<file path="config.mk">
export PLATFORM = sky130hd
export DESIGN_NAME = sgpm_pin_mux
export DESIGN_NICKNAME = d
export VERILOG_FILES = /design/src/sgpm_pin_mux.v
export VERILOG_INCLUDE_DIRS = /design/src
export SDC_FILE = /design/constraint.sdc
export NUM_CORES = 1
export LEC_CHECK = 0
export BUFFER_PORTS_ARGS = -buffer_cell sky130_fd_sc_hd__buf_2
export CORE_AREA = 2 2 131 133
export CTS_CLUSTER_DIAMETER = 100
export CTS_CLUSTER_SIZE = 24
export DETAILED_ROUTE_END_ITERATION = 8
export DIE_AREA = 0 0 133 135
export PLACE_DENSITY_LB_ADDON = 0.1
export SLEW_MARGIN = 15
export SYNTH_ARGS = -nofsm -noshare
export SYNTH_HDL_FRONTEND = slang
export SYNTH_SLANG_ARGS = --single-unit
</file>
<file path="constraint.sdc">
create_clock -name clk -period 1 [get_ports clk]
set_clock_uncertainty 0.1 [all_clocks]
set_input_delay 0.1 -clock clk [delete_from_list [all_inputs] [get_ports clk]]
set_output_delay 0.1 -clock clk [all_outputs]
set_load 0.01 [all_outputs]
</file>
<file path="src/sgpm_defines.vh">
// Constants for the shared GPIO pin multiplexer
`ifndef SGPM_DEFINES_VH
`define SGPM_DEFINES_VH
// Host interface mode codes on the mode strap bus
`define SGPM_HOST_8080 3'h0
`define SGPM_HOST_6800 3'h2
`define SGPM_HOST_SERIAL_BIT 2
// Panel bus selection codes
`define SGPM_PANEL_GPIO 2'h3
`define SGPM_PANEL_16 2'h2
`define SGPM_PANEL_24 2'h0
// Reset filter: low time must exceed this many clock cycles
`define SGPM_RST_LOW_CYCLES 6'h20
`define SGPM_RST_CNT_W 6
`endif

</file>
<file path="src/sgpm_pin_mux.v">
// Shared GPIO pin multiplexer with reset-pin low-time filter
//
// Behaviour
// - Port A bits 7..0 drive host data bus bits 15..8.
// - Port A owns pins only in 8-bit parallel or serial host mode.
// - Port B input bit 4 samples the I2C master clock pin.
// - Port B output bit 4 drives the open-drain I2C master data pin.
// - Port B bits 3..0 map to cmd/data select, write, read, chip select.
// - Port B configurable only in serial host mode, else host strobes/I2C.
// - Port C bit 7 drives PWM0 pin only while PWM0 disabled; its input always reads 0.
// - Port C 6..0 map to flash data3, data2, sel1, sel0, MISO, MOSI, clock.
// - Port C 6..0 usable only while flash master disabled.
// - Port D 7..0 map to panel data bits 18,2,17,16,9,8,1,0.
// - Port D owns those pins in 16-bit panel width and in all-GPIO panel mode.
// - Reset only after reset input low for more than 32 cycles.
// - Port A and D output modes configurable while port owns pins.
// - Panel code 11b all GPIO, 10b 16-bit colour, 00b 24-bit colour.
`timescale 1ns/10ps
`default_nettype none
`include "sgpm_defines.vh"
module sgpm_pin_mux (
  input wire clk, // Core clock
  input wire nrst, // Raw external reset pin, active low
  output wire core_rst_n, // Filtered internal reset, active low
  input wire [2:0] host_mode, // Host interface mode straps
  input wire host_bus16, // Parallel host uses 16-bit data
  input wire pwm0_enable, // PWM channel 0 enabled
  input wire flash_enable, // Serial flash master enabled
  input wire [1:0] panel_sel, // Panel bus selection code
  // Port A
  input wire [7:0] port_a_out, // Port A output data
  input wire [7:0] port_a_oe, // Port A output enables
  input wire [7:0] port_a_od, // Port A open-drain mode per bit
  output wire [7:0] port_a_in, // Port A input data
  output wire port_a_owned, // Port A owns its pins
  // Host data bus upper byte from host interface
  input wire [7:0] host_data_hi_out, // Host data out bits 15..8
  input wire host_data_hi_oe, // Host data drive enable
  output wire [7:0] host_data_hi_in, // Host data in bits 15..8
  // Host data bus upper byte pins
  input wire [7:0] host_data_bus_i, // Pin level bits 15..8
  output wire [7:0] host_data_bus_o, // Pin drive bits 15..8
  output wire [7:0] host_data_bus_oe, // Pin enable bits 15..8
  // Port B
  input wire [3:0] port_b_out, // Port B bits 3..0 output data
  input wire [3:0] port_b_oe, // Port B bits 3..0 output enables
  output wire [3:0] port_b_in, // Port B bits 3..0 input data
  input wire port_b_out4, // Port B output bit 4
  output wire port_b_in4, // Port B input bit 4
  output wire port_b_owned, // Port B owns its pins
  // Host strobe pins {cmd/data select, write, read, chip select}
  input wire [3:0] host_strobe_pin_i, // Strobe pin levels
  output wire [3:0] host_strobe_pin_o, // Strobe pin drive
  output wire [3:0] host_strobe_pin_oe, // Strobe pin enable
  output wire [3:0] host_strobe_in, // Strobes to host interface
  // I2C master
  input wire i2c_master_clock_pin, // I2C clock pin level
  input wire i2c_sda_drive_low, // I2C master pulls data low
  output wire i2c_master_data_pin_o, // I2C data pin drive value
  output wire i2c_master_data_pin_oe, // I2C data pin enable
  output wire i2c_clock_in, // I2C clock to master
  // Port C
  input wire [7:0] port_c_out, // Port C output data
  input wire [7:0] port_c_oe, // Port C output enables
  input wire [7:0] port_c_od, // Port C open-drain mode per bit
  output wire [7:0] port_c_in, // Port C input data
  output wire [7:0] port_c_owned, // Port C ownership per bit
  input wire pwm0_out, // PWM channel 0 waveform
  output wire pwm0_pin_o, // PWM0 pin drive
  output wire pwm0_pin_oe, // PWM0 pin enable
  // Flash master {data3, data2, sel1_n, sel0_n, miso, mosi, clock}
  input wire [6:0] flash_out, // Flash master outputs
  input wire [6:0] flash_oe, // Flash master enables
  output wire [6:0] flash_in, // Flash pin levels to master
  input wire [6:0] flash_pin_i, // Flash pin levels
  output wire [6:0] flash_pin_o, // Flash pin drive
  output wire [6:0] flash_pin_oe, // Flash pin enable
  // Port D
  input wire [7:0] port_d_out, // Port D output data
  input wire [7:0] port_d_oe, // Port D output enables
  input wire [7:0] port_d_od, // Port D open-drain mode per bit
  output wire [7:0] port_d_in, // Port D input data
  output wire port_d_owned, // Port D owns its pins
  // Panel data bus
  input wire [23:0] panel_rgb, // Panel colour data from display logic
  input wire [23:0] panel_data_bus_i, // Panel pin levels
  output wire [23:0] panel_data_bus_o, // Panel pin drive
  output wire [23:0] panel_data_bus_oe // Panel pin enable
);
  // Reset filter state
  reg [`SGPM_RST_CNT_W-1:0] low_cnt_ff;
  reg [`SGPM_RST_CNT_W-1:0] nxt_low_cnt;
  reg rst_n_ff;
  reg nxt_rst_n;
  wire host_serial;
  wire panel_16;
  wire panel_gpio;
  wire [7:0] pd_idx [0:7];
  wire [23:0] pd_gpio_mask;
  wire [23:0] pd_gpio_o;
  wire [23:0] pd_gpio_oe;

  // Low-time counter: restarts while pin high, saturates at threshold
  always @*
  begin
    nxt_low_cnt = low_cnt_ff;
    nxt_rst_n = rst_n_ff;
    if (nrst)
    begin
      nxt_low_cnt = {`SGPM_RST_CNT_W{1'b0}};
      nxt_rst_n = 1'b1;
    end
    // A count of 32 means this edge is the 33rd low sample, so the low time exceeds 32 cycles
    else if (low_cnt_ff >= `SGPM_RST_LOW_CYCLES)
      nxt_rst_n = 1'b0;
    else
      nxt_low_cnt = low_cnt_ff + 6'h01;
  end

  // Counter registers; internal reset comes only from the filter
  always @(posedge clk)
  begin
    low_cnt_ff <= nxt_low_cnt;
    rst_n_ff <= nxt_rst_n;
  end

  assign core_rst_n = rst_n_ff;

  // Mode decode
  assign host_serial = host_mode[`SGPM_HOST_SERIAL_BIT];
  assign port_a_owned = host_serial | ~host_bus16;
  assign port_b_owned = host_serial;
  assign panel_16 = (panel_sel == `SGPM_PANEL_16);
  assign panel_gpio = (panel_sel == `SGPM_PANEL_GPIO);
  assign port_d_owned = panel_16 | panel_gpio;

  // Port A over host data bits 15..8, push-pull or open-drain
  genvar gi;
  generate
    for (gi = 0; gi < 8; gi = gi + 1)
    begin : g_port_a
      assign host_data_bus_o[gi] = port_a_owned ? (port_a_od[gi] ? 1'b0 : port_a_out[gi])
                                                : host_data_hi_out[gi];
      assign host_data_bus_oe[gi] = port_a_owned ? (port_a_oe[gi] & ~(port_a_od[gi] & port_a_out[gi]))
                                                 : host_data_hi_oe;
    end
  endgenerate
  assign port_a_in = port_a_owned ? host_data_bus_i : 8'h00;
  assign host_data_hi_in = port_a_owned ? 8'h00 : host_data_bus_i;

  // Port B over host strobes and I2C pins
  assign host_strobe_pin_o = port_b_out;
  assign host_strobe_pin_oe = port_b_owned ? port_b_oe : 4'h0;
  assign port_b_in = port_b_owned ? host_strobe_pin_i : 4'h0;
  assign host_strobe_in = port_b_owned ? 4'hF : host_strobe_pin_i;
  assign port_b_in4 = port_b_owned ? i2c_master_clock_pin : 1'b0;
  assign i2c_clock_in = port_b_owned ? 1'b1 : i2c_master_clock_pin;
  // Data pin is open-drain in both uses: only ever pulled low
  assign i2c_master_data_pin_o = 1'b0;
  assign i2c_master_data_pin_oe = port_b_owned ? ~port_b_out4 : i2c_sda_drive_low;

  // Port C bit 7 over PWM0 pin
  assign pwm0_pin_o = pwm0_enable ? pwm0_out : (port_c_od[7] ? 1'b0 : port_c_out[7]);
  assign pwm0_pin_oe = pwm0_enable ? 1'b1 : (port_c_oe[7] & ~(port_c_od[7] & port_c_out[7]));
  assign port_c_in[7] = 1'b0;
  assign port_c_owned = {~pwm0_enable, {7{~flash_enable}}};

  // Port C bits 6..0 over flash master pins, same bit order
  generate
    for (gi = 0; gi < 7; gi = gi + 1)
    begin : g_port_c
      assign flash_pin_o[gi] = flash_enable ? flash_out[gi]
                                            : (port_c_od[gi] ? 1'b0 : port_c_out[gi]);
      assign flash_pin_oe[gi] = flash_enable ? flash_oe[gi]
                                             : (port_c_oe[gi] & ~(port_c_od[gi] & port_c_out[gi]));
      assign port_c_in[gi] = flash_enable ? 1'b0 : flash_pin_i[gi];
      assign flash_in[gi] = flash_enable ? flash_pin_i[gi] : 1'b0;
    end
  endgenerate

  // Panel pin index for each port D bit
  assign pd_idx[7] = 8'h12;
  assign pd_idx[6] = 8'h02;
  assign pd_idx[5] = 8'h11;
  assign pd_idx[4] = 8'h10;
  assign pd_idx[3] = 8'h09;
  assign pd_idx[2] = 8'h08;
  assign pd_idx[1] = 8'h01;
  assign pd_idx[0] = 8'h00;

  // Scatter port D onto its panel pins
  generate
    for (gi = 0; gi < 24; gi = gi + 1)
    begin : g_pd
      wire [7:0] hit;
      wire [7:0] hit_o;
      wire [7:0] hit_oe;
      genvar gj;
      for (gj = 0; gj < 8; gj = gj + 1)
      begin : g_bit
        assign hit[gj] = (pd_idx[gj] == gi);
        assign hit_o[gj] = hit[gj] & ~port_d_od[gj] & port_d_out[gj];
        assign hit_oe[gj] = hit[gj] & port_d_oe[gj] & ~(port_d_od[gj] & port_d_out[gj]);
      end
      assign pd_gpio_mask[gi] = |hit;
      assign pd_gpio_o[gi] = |hit_o;
      assign pd_gpio_oe[gi] = |hit_oe;
    end
  endgenerate

  // Panel pins: 24-bit colour, 16-bit 5:6:5 packed high, or GPIO
  wire [23:0] rgb565;
  assign rgb565 = {panel_rgb[15:11], 3'h0, panel_rgb[10:5], 2'h0, panel_rgb[4:0], 3'h0};
  generate
    for (gi = 0; gi < 24; gi = gi + 1)
    begin : g_panel
      assign panel_data_bus_o[gi] = (port_d_owned & pd_gpio_mask[gi]) ? pd_gpio_o[gi]
                                  : (panel_16 ? rgb565[gi] : (panel_gpio ? 1'b0 : panel_rgb[gi]));
      assign panel_data_bus_oe[gi] = (port_d_owned & pd_gpio_mask[gi]) ? pd_gpio_oe[gi] : ~panel_gpio;
    end
  endgenerate

  // Gather port D inputs
  generate
    for (gi = 0; gi < 8; gi = gi + 1)
    begin : g_din
      assign port_d_in[gi] = port_d_owned ? panel_data_bus_i[pd_idx[gi][4:0]] : 1'b0;
    end
  endgenerate
endmodule
`default_nettype wire

</file>
Word-level counts from Yosys, hierarchy flattened
Index checks and enable logic that the tools add are counted.
Widths: inputs -> output; s select.
{ "op_classes": {"n_addsub": 1, "mul": 0, "div_mod_pow": 0, "magnitude_cmp": 1, "eq_ne": 2, "shift": 0, "mux": 142, "bitwise_logic": 95, "n_reduce_logical": 0} }
{ "ops": {"columns": ["operator", "n"], "rows": [
  ["$mux 1", 137],
  ["$and 1x1->1", 56],
  ["$not 1->1", 37],
  ["$mux 8", 2],
  ["$mux 4", 3],
  ["$add 6x1->6 const B", 1],
  ["$ge 6x6->1 const B", 1],
  ["$eq 2x2->1 const B", 2],
  ["$or 1x1->1", 2]
]} }
{ "word_totals": {"reg_bits": 7, "latchBits": 0, "ramBits": 0, "mem_bits_ro": 0, "output_inout_bits": 151, "word_cells": 243, "memories": 0} }

Logic depth before layout (Yosys ltp)
{ "logic_depth": {"ltp_word": 4, "depth_mapped": 6, "ltp_nobuf": 4} }

Worst setup path before layout
No wires, ideal clock.
{ "synth_timing": {"path_type": "in2out", "start": "input port panel_sel[1]", "end": "output port panel_data_bus_oe[10]", "arrival_time_ps": 969, "required_ps": 800, "path_slack_ps": -169, "stages": 4, "n_path_buf": 3, "path_cell_list": "buf_2 -> buf_2 -> nand2_1 -> buf_4"} }
{ "synth_between": {"elab_chain_cells": 2} }
{ "synth_lines": {"columns": ["element", "line", "text"], "rows": [
  ["start: declaration", "sgpm_pin_mux.v:29", "input wire [1:0] panel_sel,"],
  ["$eq 2x2->1 (no source line)", null, null],
  ["$not 1->1", null, null],
  ["end: declaration", "sgpm_pin_mux.v:88", "output wire [23:0] panel_data_bus_oe"]
]} }
Every way passes these cells.

Final worst setup path
{ "layout_timing": {"start": "input port host_mode[2]", "end": "output port host_data_bus_oe[0]"} }
{ "layout_between": {"elab_chain_cells": 2} }
{ "layout_lines": {"columns": ["element", "line", "text"], "rows": [
  ["start: declaration", "sgpm_pin_mux.v:25", "input wire [2:0] host_mode,"],
  ["$or 1x1->1", "sgpm_pin_mux.v:131", "assign port_a_owned = host_serial | ~host_bus16;"],
  ["$mux 1", "sgpm_pin_mux.v:144", "assign host_data_bus_oe[gi] = port_a_owned ? (port_a_oe[gi] & ~(port_a_od[gi] & port_a_out[gi]))"],
  ["end: declaration", "sgpm_pin_mux.v:43", "output wire [7:0] host_data_bus_oe,"]
]} }
Every way passes these cells.

==> impl_results.md <==
- CP peak stage delay: 0.16 ns
- Detailed Route WL: 10100 um
- Core ar.: 16400 um^2
- Dpl cells: 825
- Crit path cell chain: buf_8 -> nor2b_4 -> buf_8 -> buf_12 -> a21oi_1 -> a21o_1 -> buf_2
- Num Clock Sinks: 7
- Gp weighted congestion: 0.883
- Critical path's top delay family: buffers and inverters
- Crit end category: output port
- Largest net degree at the start of global routing: 36
- Final Hold Fails: 0
- Xor and xnor area share after synthesis: 0.0144
- Avg Cell Area, Syn: 5.54 um^2
- Buf+Inv Stages, Crit Path: 4
- CP Max Fanout: 10
- Largest family of logic cells by synthesized area: simple AND/OR/NAND/NOR gates
- Clock-pin slew on the worst setup and hold paths: 0.04 ns
- Total CTS buffers: 3
- Die area: 18000 um^2
- Post-synth top cells: nand2_1, and2_1, buf_4, o21ai_0, inv_1
- Vias in the first global route: 2800
- Final WS setup: -0.145 ns
- Top post-synthesis cells by area: nand2_1, and2_1, buf_4
- Switch Pwr: 986 uW
- Drt via density: 3.73
- DP HPWL: 8290 um
- Die W: 133 um
- Critical-path top delay cell: a21o_1
- Simple logic cell fraction of the synthesized area: 0.469
- Compound-gate portion of the synthesized area: 0.180
- Cells after synthesis: 329
- # nets final: 807
- Area of placed instances: 3490 um^2
- Root Driver: clkbuf_16
- Total track usage: 0.0944
- Synthesized area: 1820 um^2
- P per Cell Area: 654 nW/um^2
- I/O Pins: 335
- Critical setup path kind: in2out
- Htree depth: 1
- Critical path required time: 0.80 ns
- Port buffer count: 306
- Internal: 1680 uW
- Lkg Pwr: 0.00238 uW
- #FFs+latches synth: 7
- Clk network pwr share: 0.253
- Post-route DRC violation count: 0
- Arr. time, crit path: 0.94 ns
- Fin area: 4080 um^2
- Post-Place Worst Slack: -0.202 ns
- First-pass GRT wire length: 13900 um
- Worst Setup Start Kind: input pin
- RSZ-0062 raised after global routing: yes
- Final period demand of the worst path: 1.14 ns
- Fmax: 873 MHz
- Final period util: 1.14
- Vias: 3133
- Share of power burned in registers: 0.117
- Seq/Total Area, Yosys: 0.0769
- DR WL/cell: 12.0 um
- Post-synth EDFFs: 0
- VDD IR max: 0.773 mV
- Proportion of layout cells with a drive suffix above 1: 0.647
- Die Ht: 135 um
- Pre-Repair DR Iteration Count: 4
- Area growth syn-to-layout: 124%
- Most common cell in the netlist: nand2_1
- Initial antenna violation count: 0
- ANT nets after route: 0
- Count of cell types in the netlist: 31
- Comb power frac: 0.630
- Starting Density: 0.111
- Antenna diodes: 0
- Min Hold Slack: 0.0269 ns
- Failing checks: setup timing
- Sw Ratio: 0.369
- Initial drt markers: 68
- Core Rows: 47
- Status: finished with violations
- Max-cap violations: 0
- Ys flop type: dfxtp_1
- Cell type with the highest aggregate area in the netlist: nand2_1
- Critical Path Most Common Cell: buf_8
- Post-Synth Adder-Cell Area: 0.0137
- Final setup violation count: 49
- Yosys top cell area share: 0.214
- TritonCTS clock tree: yes
- Worst Hold Class: in2reg
- Fin cells: 840
- Synth warnings: 0
- Multiplexer area fraction after synthesis: 0.0110
- Pins Over Slew Limit: 0
- Max Root-Sink Buffers: 2
- Worst-Skew Late Latency: 0.23 ns
- Synth async-reset ratio: 0
- Congestion Overflow GR: 0
-- power by group through the flow --
stage / clock (uW) / sequential (uW) / combinational, uW
CTS: 687 / 310 / 1580
floorplan: 0 / 308 / 718
global route: 703 / 315 / 1830
detailed placement: 0 / 309 / 1440
finish: 676 / 313 / 1680
global placement: 0 / 309 / 1450
-- state kept, by name, summed over array words and instances (netlist names) --
signal / flops
core_rst_n: 1
low_cnt_ff: 6
-- placed cells by master (no fill, tap or decap), types with 2 or more instances in the layout --
cell type  Yosys  routed
or2_2          5       5
nand3b_1       8       8
and2_1        40      27
nor2_1         4       4
dfxtp_1        7       3
buf_2          6     288
o21ai_0       30      13
clkbuf_16      0       5
o21ai_2        0       4
mux2i_1        2       2
nand2_1      104      88
buf_6          2      22
o21ai_1        2      15
dfxtp_4        0       2
a21o_1         9       9
nand3_2        0       2
a21oi_2        0       7
nand2_4        0       4
a21oi_1       10       2
buf_12         0       2
buf_4         30      10
o22ai_1        8       8
nor2b_4        0       3
and2_4         1      14
dfxtp_2        0       2
inv_1         29      27
nand2_2        0      12
buf_8          0       5
ha_4           0       2
conb_1         1       2
inv_8          0       2
nor2b_1       10       7
-- layout make-up --
type                            count  area [um^2]
Inverter                           31          131
Sequential cell                     7          150
Timing Repair Buffer              330         1940
Clock buffer                        4         78.8
Fill cell                        1835        12300
Tap cell                          220          275
Multi-Input combinational cell    246         1490
Timing Repair inverter              2         20.0
-- cells by family after synthesis --
family,count (synthesis)
AOI/OAI and AO/OA,59
xor gates and xnor gates,3
adders and majority gates,2
buffers and inverters,77
DFF,7
muxes,2
other,1
and+or+nand+nor,178
-- routing by layer --
layer	track usage	part of all wire	wire, um
met5	0	0	0
met4	0.0257	0.028	287
met3	0.0206	0.089	893
met2	0.203	0.56	5630
met1	0.0875	0.33	3280
-- worst paths after layout --
check                        startpoint                          to  slack, ns  cells after the start
max                        host_mode[2]         host_data_bus_oe[0]      -0.14                      7
min reg2reg     core_rst_n$_SDFFE_PP1P_     core_rst_n$_SDFFE_PP1P_       0.34                      1
max reg2reg  low_cnt_ff[0]$_SDFFE_PP0N_  low_cnt_ff[4]$_SDFFE_PP0N_      -0.07                      4
min                                nrst  low_cnt_ff[5]$_SDFFE_PP0N_       0.03                      2
-- timing repair --
action                                  in CTS  in global routing
hold buffers                                 0                  0
gates cloned                                 3                  2
setup buffers                                4                  2
resized for setup                           65                 59
endpoints found under the setup margin      77                 67
pin swaps                                   24                 17
endpoints found under the hold margin        0                  0
-- through the flow --
stage / setup TNS [ns] / utilization / total power [uW]
after floorplan: -0.0420 / - / 1030
after global placement: -9.08 / 0.212 / 1760
after detailed placement: -9.29 / 0.212 / 1750
after CTS: -2.83 / 0.233 / 2570
after global routing: -5.49 / 0.249 / 2850
final: -3.32 / 0.249 / 2670
Power figures use the tool's default switching activity.
